$ cat src/ncsre_consts.svh
// Constants for the nibble core execution slice: register port offsets,
// flag bit positions, reset values, opcode patterns and memory pages.
// Assumes inclusion by the decoder, the core and the bench; definitions only.
`ifndef NCSRE_CONSTS_SVH
`define NCSRE_CONSTS_SVH

`define NCSRE_REG_A        4'h0
`define NCSRE_REG_B        4'h1
`define NCSRE_REG_F        4'h2
`define NCSRE_REG_ADDR_HI  4'h3
`define NCSRE_REG_X        4'h4
`define NCSRE_REG_Y        4'h5
`define NCSRE_REG_RSP      4'h6
`define NCSRE_REG_NSP      4'h7
`define NCSRE_REG_PC       4'h8
`define NCSRE_REG_STATUS   4'h9

`define NCSRE_F_E          3
`define NCSRE_F_I          2
`define NCSRE_F_C          1
`define NCSRE_F_Z          0

`define NCSRE_RST_NIB      4'h0
`define NCSRE_RST_BYTE     8'h00
`define NCSRE_RST_WORD     16'h0000

`define NCSRE_PAGE_X       8'h00
`define NCSRE_PAGE_Y       8'hff
`define NCSRE_PAGE_STACK   8'h00

`define NCSRE_OPC_OR_R_MEM 13'b1101101100???
`define NCSRE_OPC_OR_MEM_R 13'b1101101101???
`define NCSRE_OPC_OR_M_IMM 13'b1101100??????
`define NCSRE_OPC_POP_AB   13'b111111110111?
`define NCSRE_OPC_POP_F    13'h1fed
`define NCSRE_OPC_POP_X    13'h1fe9
`define NCSRE_OPC_POP_Y    13'b111111110101?
`define NCSRE_OPC_PUSH_AB  13'b111111110011?
`define NCSRE_OPC_PUSH_F   13'h1fe5
`define NCSRE_OPC_PUSH_X   13'h1fe1
`define NCSRE_OPC_PUSH_Y   13'b111111110001?
`define NCSRE_OPC_EXIT     13'b11111111110?0
`define NCSRE_OPC_EXIT_INT 13'h1ff9
`define NCSRE_OPC_EXIT_SKP 13'h1ffb
`define NCSRE_OPC_EXIT_STB 13'b10001????????
`define NCSRE_OPC_ROT_L    13'b1000011110?10
`define NCSRE_OPC_LD_AHI   13'b01000????????

`endif

$ cat src/ncsre_pkg.sv
// Types shared by the execution slice: operation codes, sequencer steps
// and nibble register selectors. Assumes no other package.
`default_nettype none
package ncsre_pkg;
  typedef enum logic [3:0] {
    OP_NOP       = 4'b0000,
    OP_OR_R_MEM  = 4'b0001,
    OP_OR_MEM_R  = 4'b0010,
    OP_OR_M_IMM  = 4'b0011,
    OP_POP_NIB   = 4'b0100,
    OP_POP_IDX   = 4'b0101,
    OP_PUSH_NIB  = 4'b0110,
    OP_PUSH_IDX  = 4'b0111,
    OP_EXIT      = 4'b1000,
    OP_EXIT_SKP  = 4'b1001,
    OP_EXIT_INT  = 4'b1010,
    OP_EXIT_STB  = 4'b1011,
    OP_ROT_L     = 4'b1100,
    OP_LD_AHI    = 4'b1101
  } ncsre_op_t;

  typedef enum logic [2:0] {
    ST_IDLE = 3'b000,
    ST_P0   = 3'b001,
    ST_P1   = 3'b010,
    ST_P2   = 3'b011,
    ST_P3   = 3'b100,
    ST_P4   = 3'b101,
    ST_P5   = 3'b110
  } ncsre_state_t;

  typedef enum logic [1:0] {
    RS_A = 2'b00,
    RS_B = 2'b01,
    RS_F = 2'b10
  } ncsre_rsel_t;
endpackage
`default_nettype wire

$ cat src/ncsre_decode.sv
// Opcode decoder for the execution slice.
// Assumes a 13-bit instruction word that is stable while it is decoded.
`timescale 1ns/10ps
`default_nettype none
`include "ncsre_consts.svh"
module ncsre_decode
(
  input  wire logic [12:0]             opcode,
  output var  ncsre_pkg::ncsre_op_t    op,
  output var  ncsre_pkg::ncsre_rsel_t  rsel,
  output var  logic                    use_y,
  output var  logic                    post_inc
);
  import ncsre_pkg::*;

  // Opcodes outside this slice decode as a plain one-cycle step.
  always_comb
  begin
    op       = OP_NOP;
    rsel     = opcode[2] ? RS_B : RS_A;
    use_y    = opcode[1];
    post_inc = 1'b0;
    casez (opcode)
      `NCSRE_OPC_OR_R_MEM: begin op = OP_OR_R_MEM; post_inc = opcode[0]; end
      `NCSRE_OPC_OR_MEM_R: begin op = OP_OR_MEM_R; post_inc = opcode[0]; end
      `NCSRE_OPC_OR_M_IMM:
      begin
        op       = OP_OR_M_IMM;
        use_y    = opcode[5];
        post_inc = opcode[4];
      end
      `NCSRE_OPC_POP_AB:   begin op = OP_POP_NIB; rsel = opcode[0] ? RS_A : RS_B; end
      `NCSRE_OPC_POP_F:    begin op = OP_POP_NIB; rsel = RS_F; end
      `NCSRE_OPC_POP_X:    begin op = OP_POP_IDX; use_y = 1'b0; end
      `NCSRE_OPC_POP_Y:    begin op = OP_POP_IDX; use_y = 1'b1; end
      `NCSRE_OPC_PUSH_AB:  begin op = OP_PUSH_NIB; rsel = opcode[0] ? RS_A : RS_B; end
      `NCSRE_OPC_PUSH_F:   begin op = OP_PUSH_NIB; rsel = RS_F; end
      `NCSRE_OPC_PUSH_X:   begin op = OP_PUSH_IDX; use_y = 1'b0; end
      `NCSRE_OPC_PUSH_Y:   begin op = OP_PUSH_IDX; use_y = 1'b1; end
      `NCSRE_OPC_EXIT:     op = OP_EXIT;
      `NCSRE_OPC_EXIT_INT: op = OP_EXIT_INT;
      `NCSRE_OPC_EXIT_SKP: op = OP_EXIT_SKP;
      `NCSRE_OPC_EXIT_STB: op = OP_EXIT_STB;
      `NCSRE_OPC_ROT_L:    op = OP_ROT_L;
      `NCSRE_OPC_LD_AHI:   op = OP_LD_AHI;
      default:             op = OP_NOP;
    endcase
  end
endmodule
`default_nettype wire

$ cat src/ncsre_alu.sv
// Nibble logic unit: OR of two nibbles, or rotate left through carry.
// Assumes operands from flip-flops or memory read data on the same clock.
`timescale 1ns/10ps
`default_nettype none
module ncsre_alu
(
  input  wire logic [3:0] opnd,
  input  wire logic [3:0] mask,
  input  wire logic       cin,
  input  wire logic       rotate,
  output var  logic [3:0] res,
  output var  logic       cout,
  output var  logic       zero
);
  always_comb
  begin
    res  = rotate ? {opnd[2:0], cin} : (opnd | mask);
    cout = rotate ? opnd[3] : cin;
    zero = (res == 4'h0);
  end
endmodule
`default_nettype wire

$ cat src/ncsre_core.sv
// Execution slice of a 4-bit core: memory OR forms, stack push and pop,
// the four exit variants and rotate left through carry.
// Assumes a data memory that answers a read one clock after the request
// and a 16-bit lane bus where lane n holds the nibble at address + n.
// Notes on behaviour
// - OR memory into register, then bump index
// - OR sets zero, clears E, keeps C, I
// - OR register into memory, read then write back
// - post-increment memory OR: write, then bump index
// - immediate OR into memory, pointer by opcode
// - post-increment immediate OR takes two cycles
// - post-increment forms ignore extended addressing
// - nibble pop loads register, then bumps pointer
// - word pop reads four nibbles, bumps pointer
// - nibble push writes below pointer, then decrements it
// - word push writes four nibbles below pointer, then decrements it
// - subroutine exit reloads program counter, bumps pointer
// - store-byte exit writes two nibbles, adds two
// - interrupt exit also restores flags from stack
// - skip exit adds one more to counter
// - rotate moves carry in, bit three out
// - loading high address byte sets E
//
// The register addresses and the plain strobed port were chosen for this implementation.
`timescale 1ns/10ps
`default_nettype none
`include "ncsre_consts.svh"
module ncsre_core
(
  input  wire logic        mclk,
  input  wire logic        arst_n,
  input  wire logic        instr_valid,
  input  wire logic [12:0] instr,
  output var  logic        instr_ready,
  output var  logic [15:0] pc_q,
  output var  logic [15:0] dm_addr_q,
  output var  logic [15:0] dm_wdata_q,
  output var  logic [3:0]  dm_wen_q,
  output var  logic        dm_rd_q,
  input  wire logic [15:0] dm_rdata,
  input  wire logic [3:0]  rb_addr,
  input  wire logic [15:0] rb_wdata,
  input  wire logic        rb_we,
  input  wire logic        rb_re,
  output var  logic [15:0] rb_rdata_q
);
  import ncsre_pkg::*;

  ncsre_state_t state_q;
  ncsre_op_t    op_q;
  ncsre_rsel_t  rsel_q;
  ncsre_op_t    dec_op;
  ncsre_rsel_t  dec_rsel;
  logic         dec_use_y;
  logic         dec_inc;
  logic         use_y_q;
  logic         inc_q;
  logic [7:0]   imm_q;
  logic [15:0]  ea_q;
  logic [3:0]   a_q;
  logic [3:0]   b_q;
  logic [3:0]   f_q;
  logic [7:0]   addr_hi_q;
  logic [15:0]  x_q;
  logic [15:0]  y_q;
  logic [7:0]   rsp_q;
  logic [7:0]   nsp_q;
  logic         accept;
  logic         fin;
  logic         at_p1;
  logic         at_p3;
  logic [3:0]   reg_nib;
  logic [3:0]   alu_res;
  logic         alu_cout;
  logic         alu_zero;
  logic         is_or;
  logic         is_exit;
  logic [15:0]  idx_cur;

  function automatic logic [15:0] eff_addr(input logic [15:0] idx,
                                           input logic        use_y,
                                           input logic        inc,
                                           input logic        e_flag,
                                           input logic [7:0]  hi);
    if (e_flag && !inc)
      return {use_y ? `NCSRE_PAGE_Y : `NCSRE_PAGE_X, hi};
    return idx;
  endfunction

  function automatic ncsre_state_t last_step(input ncsre_op_t op);
    unique case (op)
      OP_OR_MEM_R, OP_OR_M_IMM, OP_EXIT_SKP, OP_EXIT_INT: return ST_P3;
      OP_EXIT_STB:                                        return ST_P5;
      default:                                            return ST_P1;
    endcase
  endfunction

  function automatic logic [3:0] pick_nib(input ncsre_rsel_t sel,
                                          input logic [3:0]  a,
                                          input logic [3:0]  b,
                                          input logic [3:0]  f);
    unique case (sel)
      RS_A:    return a;
      RS_B:    return b;
      RS_F:    return f;
      default: return `NCSRE_RST_NIB;
    endcase
  endfunction

  ncsre_decode u_decode
  (
    .opcode   (instr),
    .op       (dec_op),
    .rsel     (dec_rsel),
    .use_y    (dec_use_y),
    .post_inc (dec_inc)
  );

  // Operands come from flip-flops and read data; no stall path is needed.
  ncsre_alu u_alu
  (
    .opnd   ((op_q == OP_ROT_L) ? reg_nib : dm_rdata[3:0]),
    .mask   ((op_q == OP_OR_M_IMM) ? imm_q[3:0] : reg_nib),
    .cin    (f_q[`NCSRE_F_C]),
    .rotate (op_q == OP_ROT_L),
    .res    (alu_res),
    .cout   (alu_cout),
    .zero   (alu_zero)
  );

  // One idle clock between instructions lets pointer updates of the last
  // one settle before the next address is formed from them.
  assign instr_ready = (state_q == ST_IDLE);
  assign accept      = instr_valid && instr_ready;
  assign fin         = (state_q != ST_IDLE) && (state_q == last_step(op_q));
  assign at_p1       = (state_q == ST_P1);
  assign at_p3       = (state_q == ST_P3);
  assign reg_nib     = pick_nib(rsel_q, a_q, b_q, f_q);
  assign is_or       = (op_q == OP_OR_R_MEM) || (op_q == OP_OR_MEM_R) || (op_q == OP_OR_M_IMM);
  assign is_exit     = (op_q == OP_EXIT) || (op_q == OP_EXIT_SKP) ||
                       (op_q == OP_EXIT_INT) || (op_q == OP_EXIT_STB);
  assign idx_cur     = dec_use_y ? y_q : x_q;

  always_ff @(posedge mclk or negedge arst_n)
  begin
    if (!arst_n)
      state_q <= ST_IDLE;
    else if (accept)
      state_q <= ST_P0;
    else if (fin)
      state_q <= ST_IDLE;
    else if (state_q != ST_IDLE)
      state_q <= ncsre_state_t'(state_q + 3'b001);
  end

  always_ff @(posedge mclk or negedge arst_n)
  begin
    if (!arst_n)
    begin
      op_q    <= OP_NOP;
      rsel_q  <= RS_A;
      use_y_q <= 1'b0;
      inc_q   <= 1'b0;
      imm_q   <= `NCSRE_RST_BYTE;
      ea_q    <= `NCSRE_RST_WORD;
    end
    else if (accept)
    begin
      op_q    <= dec_op;
      rsel_q  <= dec_rsel;
      use_y_q <= dec_use_y;
      inc_q   <= dec_inc;
      imm_q   <= instr[7:0];
      ea_q    <= eff_addr(idx_cur, dec_use_y, dec_inc, f_q[`NCSRE_F_E], addr_hi_q);
    end
  end

  // Data memory requests; every strobe lasts one clock.
  always_ff @(posedge mclk or negedge arst_n)
  begin
    if (!arst_n)
    begin
      dm_addr_q  <= `NCSRE_RST_WORD;
      dm_wdata_q <= `NCSRE_RST_WORD;
      dm_wen_q   <= 4'h0;
      dm_rd_q    <= 1'b0;
    end
    else
    begin
      dm_wen_q <= 4'h0;
      dm_rd_q  <= 1'b0;
      if (accept)
      begin
        unique case (dec_op)
          OP_OR_R_MEM, OP_OR_MEM_R, OP_OR_M_IMM:
          begin
            dm_rd_q   <= 1'b1;
            dm_addr_q <= eff_addr(idx_cur, dec_use_y, dec_inc,
                                  f_q[`NCSRE_F_E], addr_hi_q);
          end
          OP_POP_NIB:
          begin
            dm_rd_q   <= 1'b1;
            dm_addr_q <= {`NCSRE_PAGE_STACK, nsp_q};
          end
          OP_POP_IDX, OP_EXIT, OP_EXIT_SKP, OP_EXIT_INT, OP_EXIT_STB:
          begin
            dm_rd_q   <= 1'b1;
            dm_addr_q <= {6'h00, rsp_q, 2'b00};
          end
          OP_PUSH_NIB:
          begin
            dm_wen_q   <= 4'h1;
            dm_addr_q  <= {`NCSRE_PAGE_STACK, nsp_q - 8'h01};
            dm_wdata_q <= {12'h000, pick_nib(dec_rsel, a_q, b_q, f_q)};
          end
          OP_PUSH_IDX:
          begin
            dm_wen_q   <= 4'hf;
            dm_addr_q  <= {6'h00, rsp_q - 8'h01, 2'b00};
            dm_wdata_q <= idx_cur;
          end
          default:
          begin
          end
        endcase
      end
      else if (at_p1 && (op_q == OP_OR_MEM_R || op_q == OP_OR_M_IMM))
      begin
        dm_wen_q   <= 4'h1;
        dm_addr_q  <= ea_q;
        dm_wdata_q <= {12'h000, alu_res};
      end
      else if (at_p1 && op_q == OP_EXIT_STB)
      begin
        dm_wen_q   <= 4'h1;
        dm_addr_q  <= x_q;
        dm_wdata_q <= {12'h000, imm_q[3:0]};
      end
      else if (at_p1 && op_q == OP_EXIT_INT)
      begin
        dm_rd_q   <= 1'b1;
        dm_addr_q <= {`NCSRE_PAGE_STACK, nsp_q};
      end
      else if (at_p3 && op_q == OP_EXIT_STB)
      begin
        dm_wen_q   <= 4'h1;
        dm_addr_q  <= x_q + 16'h0001;
        dm_wdata_q <= {12'h000, imm_q[7:4]};
      end
    end
  end

  // Nibble registers; execution wins over a port write in the same clock.
  always_ff @(posedge mclk or negedge arst_n)
  begin
    if (!arst_n)
    begin
      a_q <= `NCSRE_RST_NIB;
      b_q <= `NCSRE_RST_NIB;
    end
    else
    begin
      if (rb_we && rb_addr == `NCSRE_REG_A)
        a_q <= rb_wdata[3:0];
      if (rb_we && rb_addr == `NCSRE_REG_B)
        b_q <= rb_wdata[3:0];
      if (at_p1 && (op_q == OP_OR_R_MEM || op_q == OP_ROT_L || op_q == OP_POP_NIB))
      begin
        if (rsel_q == RS_A)
          a_q <= (op_q == OP_POP_NIB) ? dm_rdata[3:0] : alu_res;
        if (rsel_q == RS_B)
          b_q <= (op_q == OP_POP_NIB) ? dm_rdata[3:0] : alu_res;
      end
    end
  end

  // Flags: later assignments take priority over earlier ones.
  always_ff @(posedge mclk or negedge arst_n)
  begin
    if (!arst_n)
      f_q <= `NCSRE_RST_NIB;
    else
    begin
      if (rb_we && rb_addr == `NCSRE_REG_F)
        f_q <= rb_wdata[3:0];
      if (fin)
        f_q[`NCSRE_F_E] <= (op_q == OP_LD_AHI);
      if (at_p1 && (is_or || op_q == OP_ROT_L))
        f_q[`NCSRE_F_Z] <= alu_zero;
      if (at_p1 && op_q == OP_ROT_L)
        f_q[`NCSRE_F_C] <= alu_cout;
      if (at_p1 && op_q == OP_POP_NIB && rsel_q == RS_F)
        f_q <= dm_rdata[3:0];
      if (at_p3 && op_q == OP_EXIT_INT)
        f_q <= dm_rdata[3:0];
    end
  end

  always_ff @(posedge mclk or negedge arst_n)
  begin
    if (!arst_n)
      addr_hi_q <= `NCSRE_RST_BYTE;
    else if (fin && op_q == OP_LD_AHI)
      addr_hi_q <= imm_q;
    else if (rb_we && rb_addr == `NCSRE_REG_ADDR_HI)
      addr_hi_q <= rb_wdata[7:0];
  end

  // Index registers; post-increments never touch the flags.
  always_ff @(posedge mclk or negedge arst_n)
  begin
    if (!arst_n)
    begin
      x_q <= `NCSRE_RST_WORD;
      y_q <= `NCSRE_RST_WORD;
    end
    else
    begin
      if (rb_we && rb_addr == `NCSRE_REG_X)
        x_q <= rb_wdata;
      if (rb_we && rb_addr == `NCSRE_REG_Y)
        y_q <= rb_wdata;
      if (at_p1 && op_q == OP_POP_IDX)
      begin
        if (use_y_q)
          y_q <= dm_rdata;
        else
          x_q <= dm_rdata;
      end
      if (fin && is_or && inc_q)
      begin
        if (use_y_q)
          y_q <= y_q + 16'h0001;
        else
          x_q <= x_q + 16'h0001;
      end
      if (fin && op_q == OP_EXIT_STB)
        x_q <= x_q + 16'h0002;
    end
  end

  always_ff @(posedge mclk or negedge arst_n)
  begin
    if (!arst_n)
    begin
      rsp_q <= `NCSRE_RST_BYTE;
      nsp_q <= `NCSRE_RST_BYTE;
    end
    else
    begin
      if (rb_we && rb_addr == `NCSRE_REG_RSP)
        rsp_q <= rb_wdata[7:0];
      if (rb_we && rb_addr == `NCSRE_REG_NSP)
        nsp_q <= rb_wdata[7:0];
      if (at_p1 && (op_q == OP_POP_IDX || is_exit))
        rsp_q <= rsp_q + 8'h01;
      if (at_p1 && op_q == OP_PUSH_IDX)
        rsp_q <= rsp_q - 8'h01;
      if ((at_p1 && op_q == OP_POP_NIB) || (at_p3 && op_q == OP_EXIT_INT))
        nsp_q <= nsp_q + 8'h01;
      if (at_p1 && op_q == OP_PUSH_NIB)
        nsp_q <= nsp_q - 8'h01;
    end
  end

  always_ff @(posedge mclk or negedge arst_n)
  begin
    if (!arst_n)
      pc_q <= `NCSRE_RST_WORD;
    else if (at_p1 && is_exit)
      pc_q <= dm_rdata;
    else if (fin && (op_q == OP_EXIT_SKP || !is_exit))
      pc_q <= pc_q + 16'h0001;
    else if (rb_we && rb_addr == `NCSRE_REG_PC)
      pc_q <= rb_wdata;
  end

  always_ff @(posedge mclk or negedge arst_n)
  begin
    if (!arst_n)
      rb_rdata_q <= `NCSRE_RST_WORD;
    else if (rb_re)
    begin
      unique case (rb_addr)
        `NCSRE_REG_A:       rb_rdata_q <= {12'h000, a_q};
        `NCSRE_REG_B:       rb_rdata_q <= {12'h000, b_q};
        `NCSRE_REG_F:       rb_rdata_q <= {12'h000, f_q};
        `NCSRE_REG_ADDR_HI: rb_rdata_q <= {8'h00, addr_hi_q};
        `NCSRE_REG_X:       rb_rdata_q <= x_q;
        `NCSRE_REG_Y:       rb_rdata_q <= y_q;
        `NCSRE_REG_RSP:     rb_rdata_q <= {8'h00, rsp_q};
        `NCSRE_REG_NSP:     rb_rdata_q <= {8'h00, nsp_q};
        `NCSRE_REG_PC:      rb_rdata_q <= pc_q;
        `NCSRE_REG_STATUS:  rb_rdata_q <= {12'h000, !instr_ready, state_q};
        default:            rb_rdata_q <= `NCSRE_RST_WORD;
      endcase
    end
    else
      rb_rdata_q <= `NCSRE_RST_WORD;
  end

  a_or_flags_kept: assert property (@(posedge mclk) disable iff (!arst_n)
    (at_p1 && op_q == OP_OR_R_MEM) |=> (f_q[2:1] == $past(f_q[2:1])) && !f_q[3])
    else $error("OR changed carry or interrupt flag");
  a_post_inc_plain: assert property (@(posedge mclk) disable iff (!arst_n)
    (accept && dec_op == OP_OR_M_IMM && dec_inc && !dec_use_y)
      |=> dm_rd_q && dm_addr_q == $past(x_q))
    else $error("post-increment form used a paged address");
  a_page_x_addr: assert property (@(posedge mclk) disable iff (!arst_n)
    (accept && dec_op == OP_OR_MEM_R && !dec_inc && !dec_use_y && f_q[3])
      |=> dm_addr_q == {8'h00, $past(addr_hi_q)})
    else $error("paged address wrong for first pointer");
  a_push_nib_dec: assert property (@(posedge mclk) disable iff (!arst_n)
    (accept && dec_op == OP_PUSH_NIB)
      |=> dm_wen_q == 4'h1 && dm_addr_q[7:0] == $past(nsp_q) - 8'h01
      ##2 nsp_q == $past(nsp_q, 3) - 8'h01)
    else $error("nibble push address or pointer wrong");
  a_push_word_addr: assert property (@(posedge mclk) disable iff (!arst_n)
    (accept && dec_op == OP_PUSH_IDX)
      |=> dm_wen_q == 4'hf && dm_addr_q == {6'h00, $past(rsp_q) - 8'h01, 2'b00})
    else $error("word push went to the wrong slot");
  a_pop_nib_inc: assert property (@(posedge mclk) disable iff (!arst_n)
    (at_p1 && op_q == OP_POP_NIB) |=> nsp_q == $past(nsp_q) + 8'h01)
    else $error("nibble pop did not bump its pointer");
  a_exit_pc_load: assert property (@(posedge mclk) disable iff (!arst_n)
    (at_p1 && is_exit) |=> pc_q == $past(dm_rdata) && rsp_q == $past(rsp_q) + 8'h01)
    else $error("exit did not reload the program counter");
  a_skip_exit_pc: assert property (@(posedge mclk) disable iff (!arst_n)
    (at_p1 && op_q == OP_EXIT_SKP) |-> ##3 pc_q == $past(dm_rdata, 3) + 16'h0001)
    else $error("skip exit did not skip one word");
  a_store_byte_seq: assert property (@(posedge mclk) disable iff (!arst_n)
    (at_p1 && op_q == OP_EXIT_STB)
      |=> dm_wen_q == 4'h1 && dm_wdata_q[3:0] == imm_q[3:0]
      ##2 dm_wen_q == 4'h1 && dm_addr_q == x_q + 16'h0001
      ##2 x_q == $past(x_q) + 16'h0002)
    else $error("store-byte exit sequence wrong");
  a_rot_carry: assert property (@(posedge mclk) disable iff (!arst_n)
    (at_p1 && op_q == OP_ROT_L && rsel_q == RS_A)
      |=> f_q[1] == $past(a_q[3]) && a_q[0] == $past(f_q[1]) && !f_q[3])
    else $error("rotate did not pass carry through");
endmodule
`default_nettype wire

$ cat config.mk
export PLATFORM = sky130hd
export DESIGN_NAME = ncsre_core
export DESIGN_NICKNAME = d
export VERILOG_FILES = /design/src/ncsre_pkg.sv /design/src/ncsre_decode.sv /design/src/ncsre_alu.sv /design/src/ncsre_core.sv
export VERILOG_INCLUDE_DIRS = /design/src
export SDC_FILE = /design/constraint.sdc
export NUM_CORES = 1
export LEC_CHECK = 0
export BUFFER_PORTS_ARGS = -buffer_cell sky130_fd_sc_hd__clkbuf_2
export CORE_UTILIZATION = 50
export CTS_BUF_LIST = sky130_fd_sc_hd__clkbuf_2 sky130_fd_sc_hd__clkbuf_4 sky130_fd_sc_hd__clkbuf_8
export DETAILED_ROUTE_END_ITERATION = 12
export PLACE_DENSITY = 0.73
export SYNTH_ARGS = -nofsm -noshare
export SYNTH_HDL_FRONTEND = slang
export SYNTH_HIERARCHICAL = 1
export SYNTH_SLANG_ARGS = --single-unit
$ cat constraint.sdc
create_clock -name mclk -period 5.8 [get_ports mclk]
set_clock_uncertainty 0.15 [all_clocks]
set_input_delay 0.29 -clock mclk [delete_from_list [all_inputs] [get_ports mclk]]
set_output_delay 0.29 -clock mclk [all_outputs]
set_load 0.02 [all_outputs]
After elaboration in Yosys (flattened, before gate mapping)
Index checks and enable logic that the tools add are counted.
{ "classes": {"add_sub_neg": 9, "n_eq_ne": 61, "n_mux": 85, "bitwise": 1, "n_reduce_logical": 80} }
{ "ops": {"columns": ["op", "n"], "rows": [
  ["$mux W16", 29],
  ["$pmux W16 S10", 1],
  ["$pmux W16 S5", 1],
  ["$eq A13 B13 Y1 const B", 6],
  ["$eq A12 B12 Y1 const B", 6],
  ["$mux W8", 9],
  ["$mux W4", 14],
  ["$pmux W4 S13", 1],
  ["$add A16 B1 Y16 const B", 3],
  ["$eq A4 B3 Y1 const B", 12],
  ["$eq A4 B4 Y1 const B", 12],
  ["$logic_and A1 B1 Y1", 32],
  ["$pmux W16 S2", 1],
  ["$eq A4 B2 Y1 const B", 6],
  ["$pmux W4 S3", 2],
  ["$eq A10 B10 Y1 const B", 2],
  ["$mux W1", 19],
  ["$reduce_bool A3 Y1", 6],
  ["$reduce_or A2 Y1", 9],
  ["$add A16 B2 Y16 const B", 1],
  ["$add A8 B1 Y8 const B", 2],
  ["$reduce_bool A4 Y1", 4],
  ["$sub A8 B1 Y8 const B", 2],
  ["$eq A4 B1 Y1 const B", 3],
  ["33 further kinds", 53]
]} }
{ "word_totals": {"register_bits": 172, "in_bits": 54, "wordCells": 260} }

Longest topological paths before layout
{ "logic_depth": {"word_depth": 11, "ltp_mapped": 13} }

Hierarchy
The synthesis kept the hierarchy.
{ "by_module_without_submodules": {"columns": ["mod", "instances", "cells_per_inst", "area_each_um2", "seq_area_each_um2"], "rows": [
  ["ncsre_core", 1, 1519, 12425.7, 4254.1],
  ["ncsre_decode", 1, 44, 284.0, 0.0],
  ["ncsre_alu", 1, 15, 100.1, 0.0]
]} }

Least setup slack after synthesis
Ideal clock, no wire load.
{ "synth_timing": {"path_kind": "input-to-reg", "start": "input instr[9]", "end": "register ea_q[14]", "setup_ns": 0.125, "arrival_time_ns": 2.514, "required_ns": 5.525, "slack_ns": 3.011, "stages": 11, "path_buffers": 5, "cell_sequence": "clkbuf_2 > nand3_1 > or3_1 > nor2_1 > mux2_2 > clkbuf_1 > buf_2 > clkbuf_1 > buf_2 > o21ai_0 > mux2_2"} }
{ "synth_via": {"word_cells_on_any_way": 20, "classes_between": "7 x eq/ne; 8 x mux; 5 x reduce/logical"} }
{ "synth_rtl": {"columns": ["item", "line", "text"], "rows": [
  ["from (decl)", "ncsre_core.sv:33", "input wire logic [12:0] instr,"],
  ["$eq A13 B13 Y1 or $eq A12 B12 Y1 (tied branches)", "ncsre_decode.sv:23", "casez (opcode)"],
  ["$reduce_or A2 Y1 (no line)", null, null],
  ["$pmux W1 S3 *", "ncsre_decode.sv:23", null],
  ["via dec_use_y", "ncsre_core.sv:54", "logic dec_use_y;"],
  ["$mux W8 (no line)", null, null],
  ["$mux W16", "ncsre_core.sv:85", "if (e_flag && !inc)"],
  ["$mux W16 *", "ncsre_core.sv:87", "return idx;"],
  ["to (signal assigned)", "ncsre_core.sv:165", "ea_q <= `NCSRE_RST_WORD;"],
  ["to (signal assigned)", "ncsre_core.sv:174", "ea_q <= eff_addr(idx_cur, dec_use_y, dec_inc, f_q[`NCSRE_F_E], addr_hi_q);"],
  ["to (decl)", "ncsre_core.sv:59", "logic [15:0] ea_q;"]
]} }
The timed path passes the listed nets; every way through them passes the cells marked *. The select of a mux whose other input is x is not followed.
A chain may end at the register's enable or synchronous reset.

Worst setup path after layout
{ "layout_timing": {"start": "input instr[4]", "end": "register dm_wdata_q[4]"} }
{ "layout_via": {"elab_chain_cells": 6, "word_cells_on_any_way": 29, "classes_between": "17 x eq/ne; 5 x mux; 7 x reduce/logical"} }
{ "layout_rtl": {"columns": ["item", "line", "text"], "rows": [
  ["$eq A13 B13 Y1 or $eq A12 B12 Y1 (tied branches)", "ncsre_decode.sv:23", null],
  ["$reduce_or A2 Y1 (no line)", null, null],
  ["$pmux W4 S13 *", "ncsre_decode.sv:23", null],
  ["via dec_op[0]", "ncsre_core.sv:52", "ncsre_op_t dec_op;"],
  ["$eq A4 B3 Y1", "ncsre_core.sv:194", "unique case (dec_op)"],
  ["$ne A3 B1 Y1 (no line) or $pmux W16 S2 (tied branches)", null, null],
  ["$reduce_and A3 Y1 (no line) or $mux W16 (tied branches)", null, null],
  ["to (signal assigned)", "ncsre_core.sv:184", "dm_wdata_q <= `NCSRE_RST_WORD;"],
  ["to (signal assigned)", "ncsre_core.sv:215", "dm_wdata_q <= {12'h000, pick_nib(dec_rsel, a_q, b_q, f_q)};"],
  ["to (signal assigned)", "ncsre_core.sv:221", "dm_wdata_q <= idx_cur;"],
  ["to (decl)", "ncsre_core.sv:37", "output var logic [15:0] dm_wdata_q,"]
]} }
The timed path passes the listed nets; every way through them passes the cells marked *.

==> impl_table.tex <==
\begin{tabular}{lr}
\hline
Metric & Value \\
\hline
\multicolumn{2}{l}{\textbf{Die}} \\
Starting Density & 50.9\% \\
Total I/O pin count & 124 \\
Core area & 25200 sq um \\
Placement row count & 58 \\
Chip Height & 162 um \\
Total Die Area & 26300 sq um \\
Horizontal die dimension & 162 um \\
\multicolumn{2}{l}{\textbf{Critical path}} \\
Reg2Reg Capture Point & y\_q[1] \\
Type of element capturing the critical path & register \\
Critical path depth in cells & 9 \\
Reg2Reg Launch Point & state\_q[1] \\
Count of buffer and inverter cells on the critical path & 2 \\
Critical Path Start & instr[4] \\
Cell family with the largest share of critical-path delay & simple AND/OR/NAND/NOR gates \\
WP data required & 6.05 ns \\
Critical path fanouts, max & 13 \\
Slack of the worst reg-to-reg path & 2.00 ns \\
Depth of the worst register-to-register path & 7 \\
Crit-path max cell delay & 0.88 ns \\
CP Cell Sequence & dlygate4sd3\_1 -> clkbuf\_2 -> and4b\_1 -> o2111ai\_1 -> o211ai\_1 -> nand2\_1 -> nor2\_1 -> nand2\_1 -> o21ai\_0 \\
Most common cell type on the critical path & nand2\_1 \\
Crit path kind & input pin to register \\
Cell type of the slowest stage on the worst timing path & o211ai\_1 \\
Endpoint of the most critical setup path & dm\_wdata\_q[4] \\
Category of the worst setup path launch point & input pin \\
Arrival time of the worst setup path & 4.34 ns \\
\multicolumn{2}{l}{\textbf{Clocking}} \\
Worst-Skew Late Latency & 0.51 ns \\
H-tree levels & 4 \\
Count of clock tree sinks & 170 \\
Reg clk slew, reported paths & 0.12 ns \\
Number of buffers created by CTS & 17 \\
Clock Path Buffers & 2 \\
CTS tree & yes \\
Buffers inserted during post-CTS setup optimization & 0 \\
Root Driver & clkbuf\_8 \\
\multicolumn{2}{l}{\textbf{Synth}} \\
Count of flip-flops with a built-in enable after synthesis & 0 \\
Post-synthesis sequential element count & 170 \\
Number of distinct standard cells referenced by the synthesized netlist & 102 \\
Warnings from Yosys & 6 \\
Ranking of synthesized cells by area & dfrtp\_1, nand2\_1, mux2i\_1 \\
Most repeated cell in the gate-level netlist after synthesis & nand2\_1 \\
Share of synthesized flip-flops with an asynchronous set or reset & 100\% \\
Post-synthesis average cell area & 8.12 sq um \\
Top\_reg\_cell synth & dfrtp\_1 \\
Net count after synthesis & 1646 \\
Synth top area share & 33.2\% \\
Proportion of synthesized chip area in sequential cells & 33.2\% \\
Cell taking the most area after synthesis & dfrtp\_1 \\
Synth cell count leaders & nand2\_1, dfrtp\_1, nor2\_1, o21ai\_0, a21oi\_1 \\
Cell count after synthesis & 1578 \\
Total standard cell area after synthesis & 12800 sq um \\
\multicolumn{2}{l}{\textbf{Power and ir drop}} \\
Switching portion of total power & 47.8\% \\
Power density normalized to cell area & 406 nW/um\^{}2 \\
Leakage & 5.81 nW \\
Sequential share of power & 40.9\% \\
Share of total power in combinational logic & 42.8\% \\
Worst vdd rail ir drop & 0.195 mV \\
Power share of the clock group & 16.3\% \\
Internal power & 2.98 mW \\
Switching power & 2.73 mW \\
\multicolumn{2}{l}{\textbf{Final layout}} \\
ANT cells & 0 \\
Fraction of final layout cells with drive strength greater than 1 & 15.2\% \\
Fraction of the core area covered by cells at the end of the flow & 55.8\% \\
Nets & 1701 \\
Signed area change from the synthesized netlist to the final layout & 9.68\% \\
Total non-filler cell area in the finished layout & 14000 sq um \\
\multicolumn{2}{l}{\textbf{STA}} \\
Worst setup slack after layout & 1.71 ns \\
Rel. slew slack & 12.0\% \\
TNS Setup & 0 ns \\
Clock period minus worst slack & 4.09 ns \\
Worst-case hold slack & 0.00901 ns \\
Max Fclk & 245 MHz \\
Number of hold-slack violations in the final timing report & 0 \\
Final setup viols & 0 \\
Setup repair after global routing missed its margin & no \\
Transition time at the pin with the least slew margin & 1.32 ns \\
Fin crit share & 70.4\% \\
Number of pins with negative max-slew slack in the final report & 0 \\
\multicolumn{2}{l}{\textbf{Job}} \\
\# Max-Cap Violations & 0 \\
\multicolumn{2}{l}{\textbf{Min path}} \\
Class of the tightest hold or removal check & input pin to register \\
\multicolumn{2}{l}{\textbf{Place}} \\
Count of input and output buffers & 123 \\
Estimated wirelength of the detail-placed design & 31.8 mm \\
Pre-CTS WS & 1.91 ns \\
Placement-stage cell area & 13400 sq um \\
Routability-driven placement congestion ratio & 0.957 \\
\multicolumn{2}{l}{\textbf{Routing}} \\
DRT antenna net count & 0 \\
Vias/cell & 6.57 \\
Violation count after the first detailed-route iteration & 1586 \\
Routed Wire Length & 44.1 mm \\
Post-DR wirelength/cell & 22.3 um \\
DRC & 0 \\
1st-pass router iterations & 6 \\
Count of vias placed by the detailed router & 13000 \\
\multicolumn{2}{l}{\textbf{Global routing}} \\
Pin count of the biggest net entering global routing & 76 \\
Via count of the first global-routing pass & 11800 \\
Global-route wire length before repair & 67.8 mm \\
Total grt overflow & 0 \\
Aggregate global-route resource usage & 33.5\% \\
Initial antenna violation count & 0 \\
\multicolumn{2}{l}{\textbf{Run status}} \\
Run status & completed \\
\hline
\end{tabular}
-- kinds of logic (layout without fill, tap and decap cells) --
group | Yosys count | in the layout | share of synthesized area, %
compound gates | 475 | 475 | 24.7
xor+xnor | 39 | 39 | 2.67
fa+ha+maj | 14 | 14 | 1.37
buf+inv | 147 | 215 | 5.00
flops | 170 | 170 | 33.2
mux | 118 | 118 | 9.80
simple gates | 615 | 615 | 23.2
-- metrics by stage --
step	total power, mW	instances
after floorplan	3.87	1578
after global placement	4.65	1919
after detailed placement	4.70	1919
after CTS	5.64	1976
after global routing	6.01	1976
final	5.70	1976
-- per-layer routing --
layer	track usage, %	wire [um]
met1	43.7	17800
met5	0	0
met4	16.9	2260
met2	53.6	20400
met3	5.80	3560
-- worst min path at each step --
stage	end	from	depth (start not counted)
floorplan	a_q[0]	arst_n	0
global placement	dm_addr_q[10]	arst_n	1
detailed placement	dm_wen_q[0]	arst_n	1
CTS	pc_q[13]	rb_wdata[13]	3
global route	pc_q[13]	rb_wdata[13]	3
finish	pc_q[13]	rb_wdata[13]	3
-- flip-flops by register name, summed over array words and instances (netlist names) --
register and cells:
y_q 16, rsp_q 8, dm_wdata_q 16, dm_rd_q 1, rb_rdata_q 16, x_q 16
addr_hi_q 8, imm_q 8, pc_q 16, a_q 4, op_q 4, dm_addr_q 16
nsp_q 8, dm_wen_q 2, ea_q 16, state_q 3, use_y_q 1, rsel_q 2
inc_q 1, b_q 4, f_q 4
-- placed cells by master (no fill, tap or decap), types with 11 or more instances in the layout --
cell and count:
a211oi_1 12, a21oi_1 82, a22o_1 15, a22oi_1 18, a31oi_1 32, and3_1 23, buf_4 13, clkbuf_2 122
clkbuf_8 17, dfrtp_1 170, dlygate4sd3_1 25, ha_1 14, inv_1 21, mux2_2 39, mux2i_1 77, nand2_1 245
nand2b_1 12, nand3_1 51, nand4_1 11, nor2_1 143, nor2b_1 23, nor3_1 29, o211ai_1 28, o21ai_0 143
o22ai_1 11, xnor2_1 14, xor2_1 25
-- worst min-delay path, stage by stage --
cell	delay (ns)
clkbuf_2	0.14
a31oi_1	0.12
o211ai_1	0.09
-- timing repair --
item / in CTS / in global routing
hold buffers: 25 / 0
hold endpoints to repair: 104 / 0
gates resized for setup: 0 / 0
-- final cells by class --
cell class | instances | area [sq um]
Clock buffer | 17 | 234
Clock inverter | 15 | 181
Fill cell | 2320 | 11100
Inverter | 22 | 82.6
Multi-Input combinational cell | 1261 | 7920
Sequential cell | 170 | 4250
Tap cell | 330 | 413
Timing Repair Buffer | 161 | 970
-- power groups by stage --
stage / registers, mW / logic [mW] / clock network (mW)
2_1_floorplan: 2.04 / 1.82 / 0
3_3_place_gp: 2.31 / 2.34 / 0
3_5_place_dp: 2.32 / 2.38 / 0
4_1_cts: 2.30 / 2.41 / 0.926
5_1_grt: 2.38 / 2.66 / 0.970
6_report: 2.33 / 2.44 / 0.927
Power figures use the tool's default switching activity.
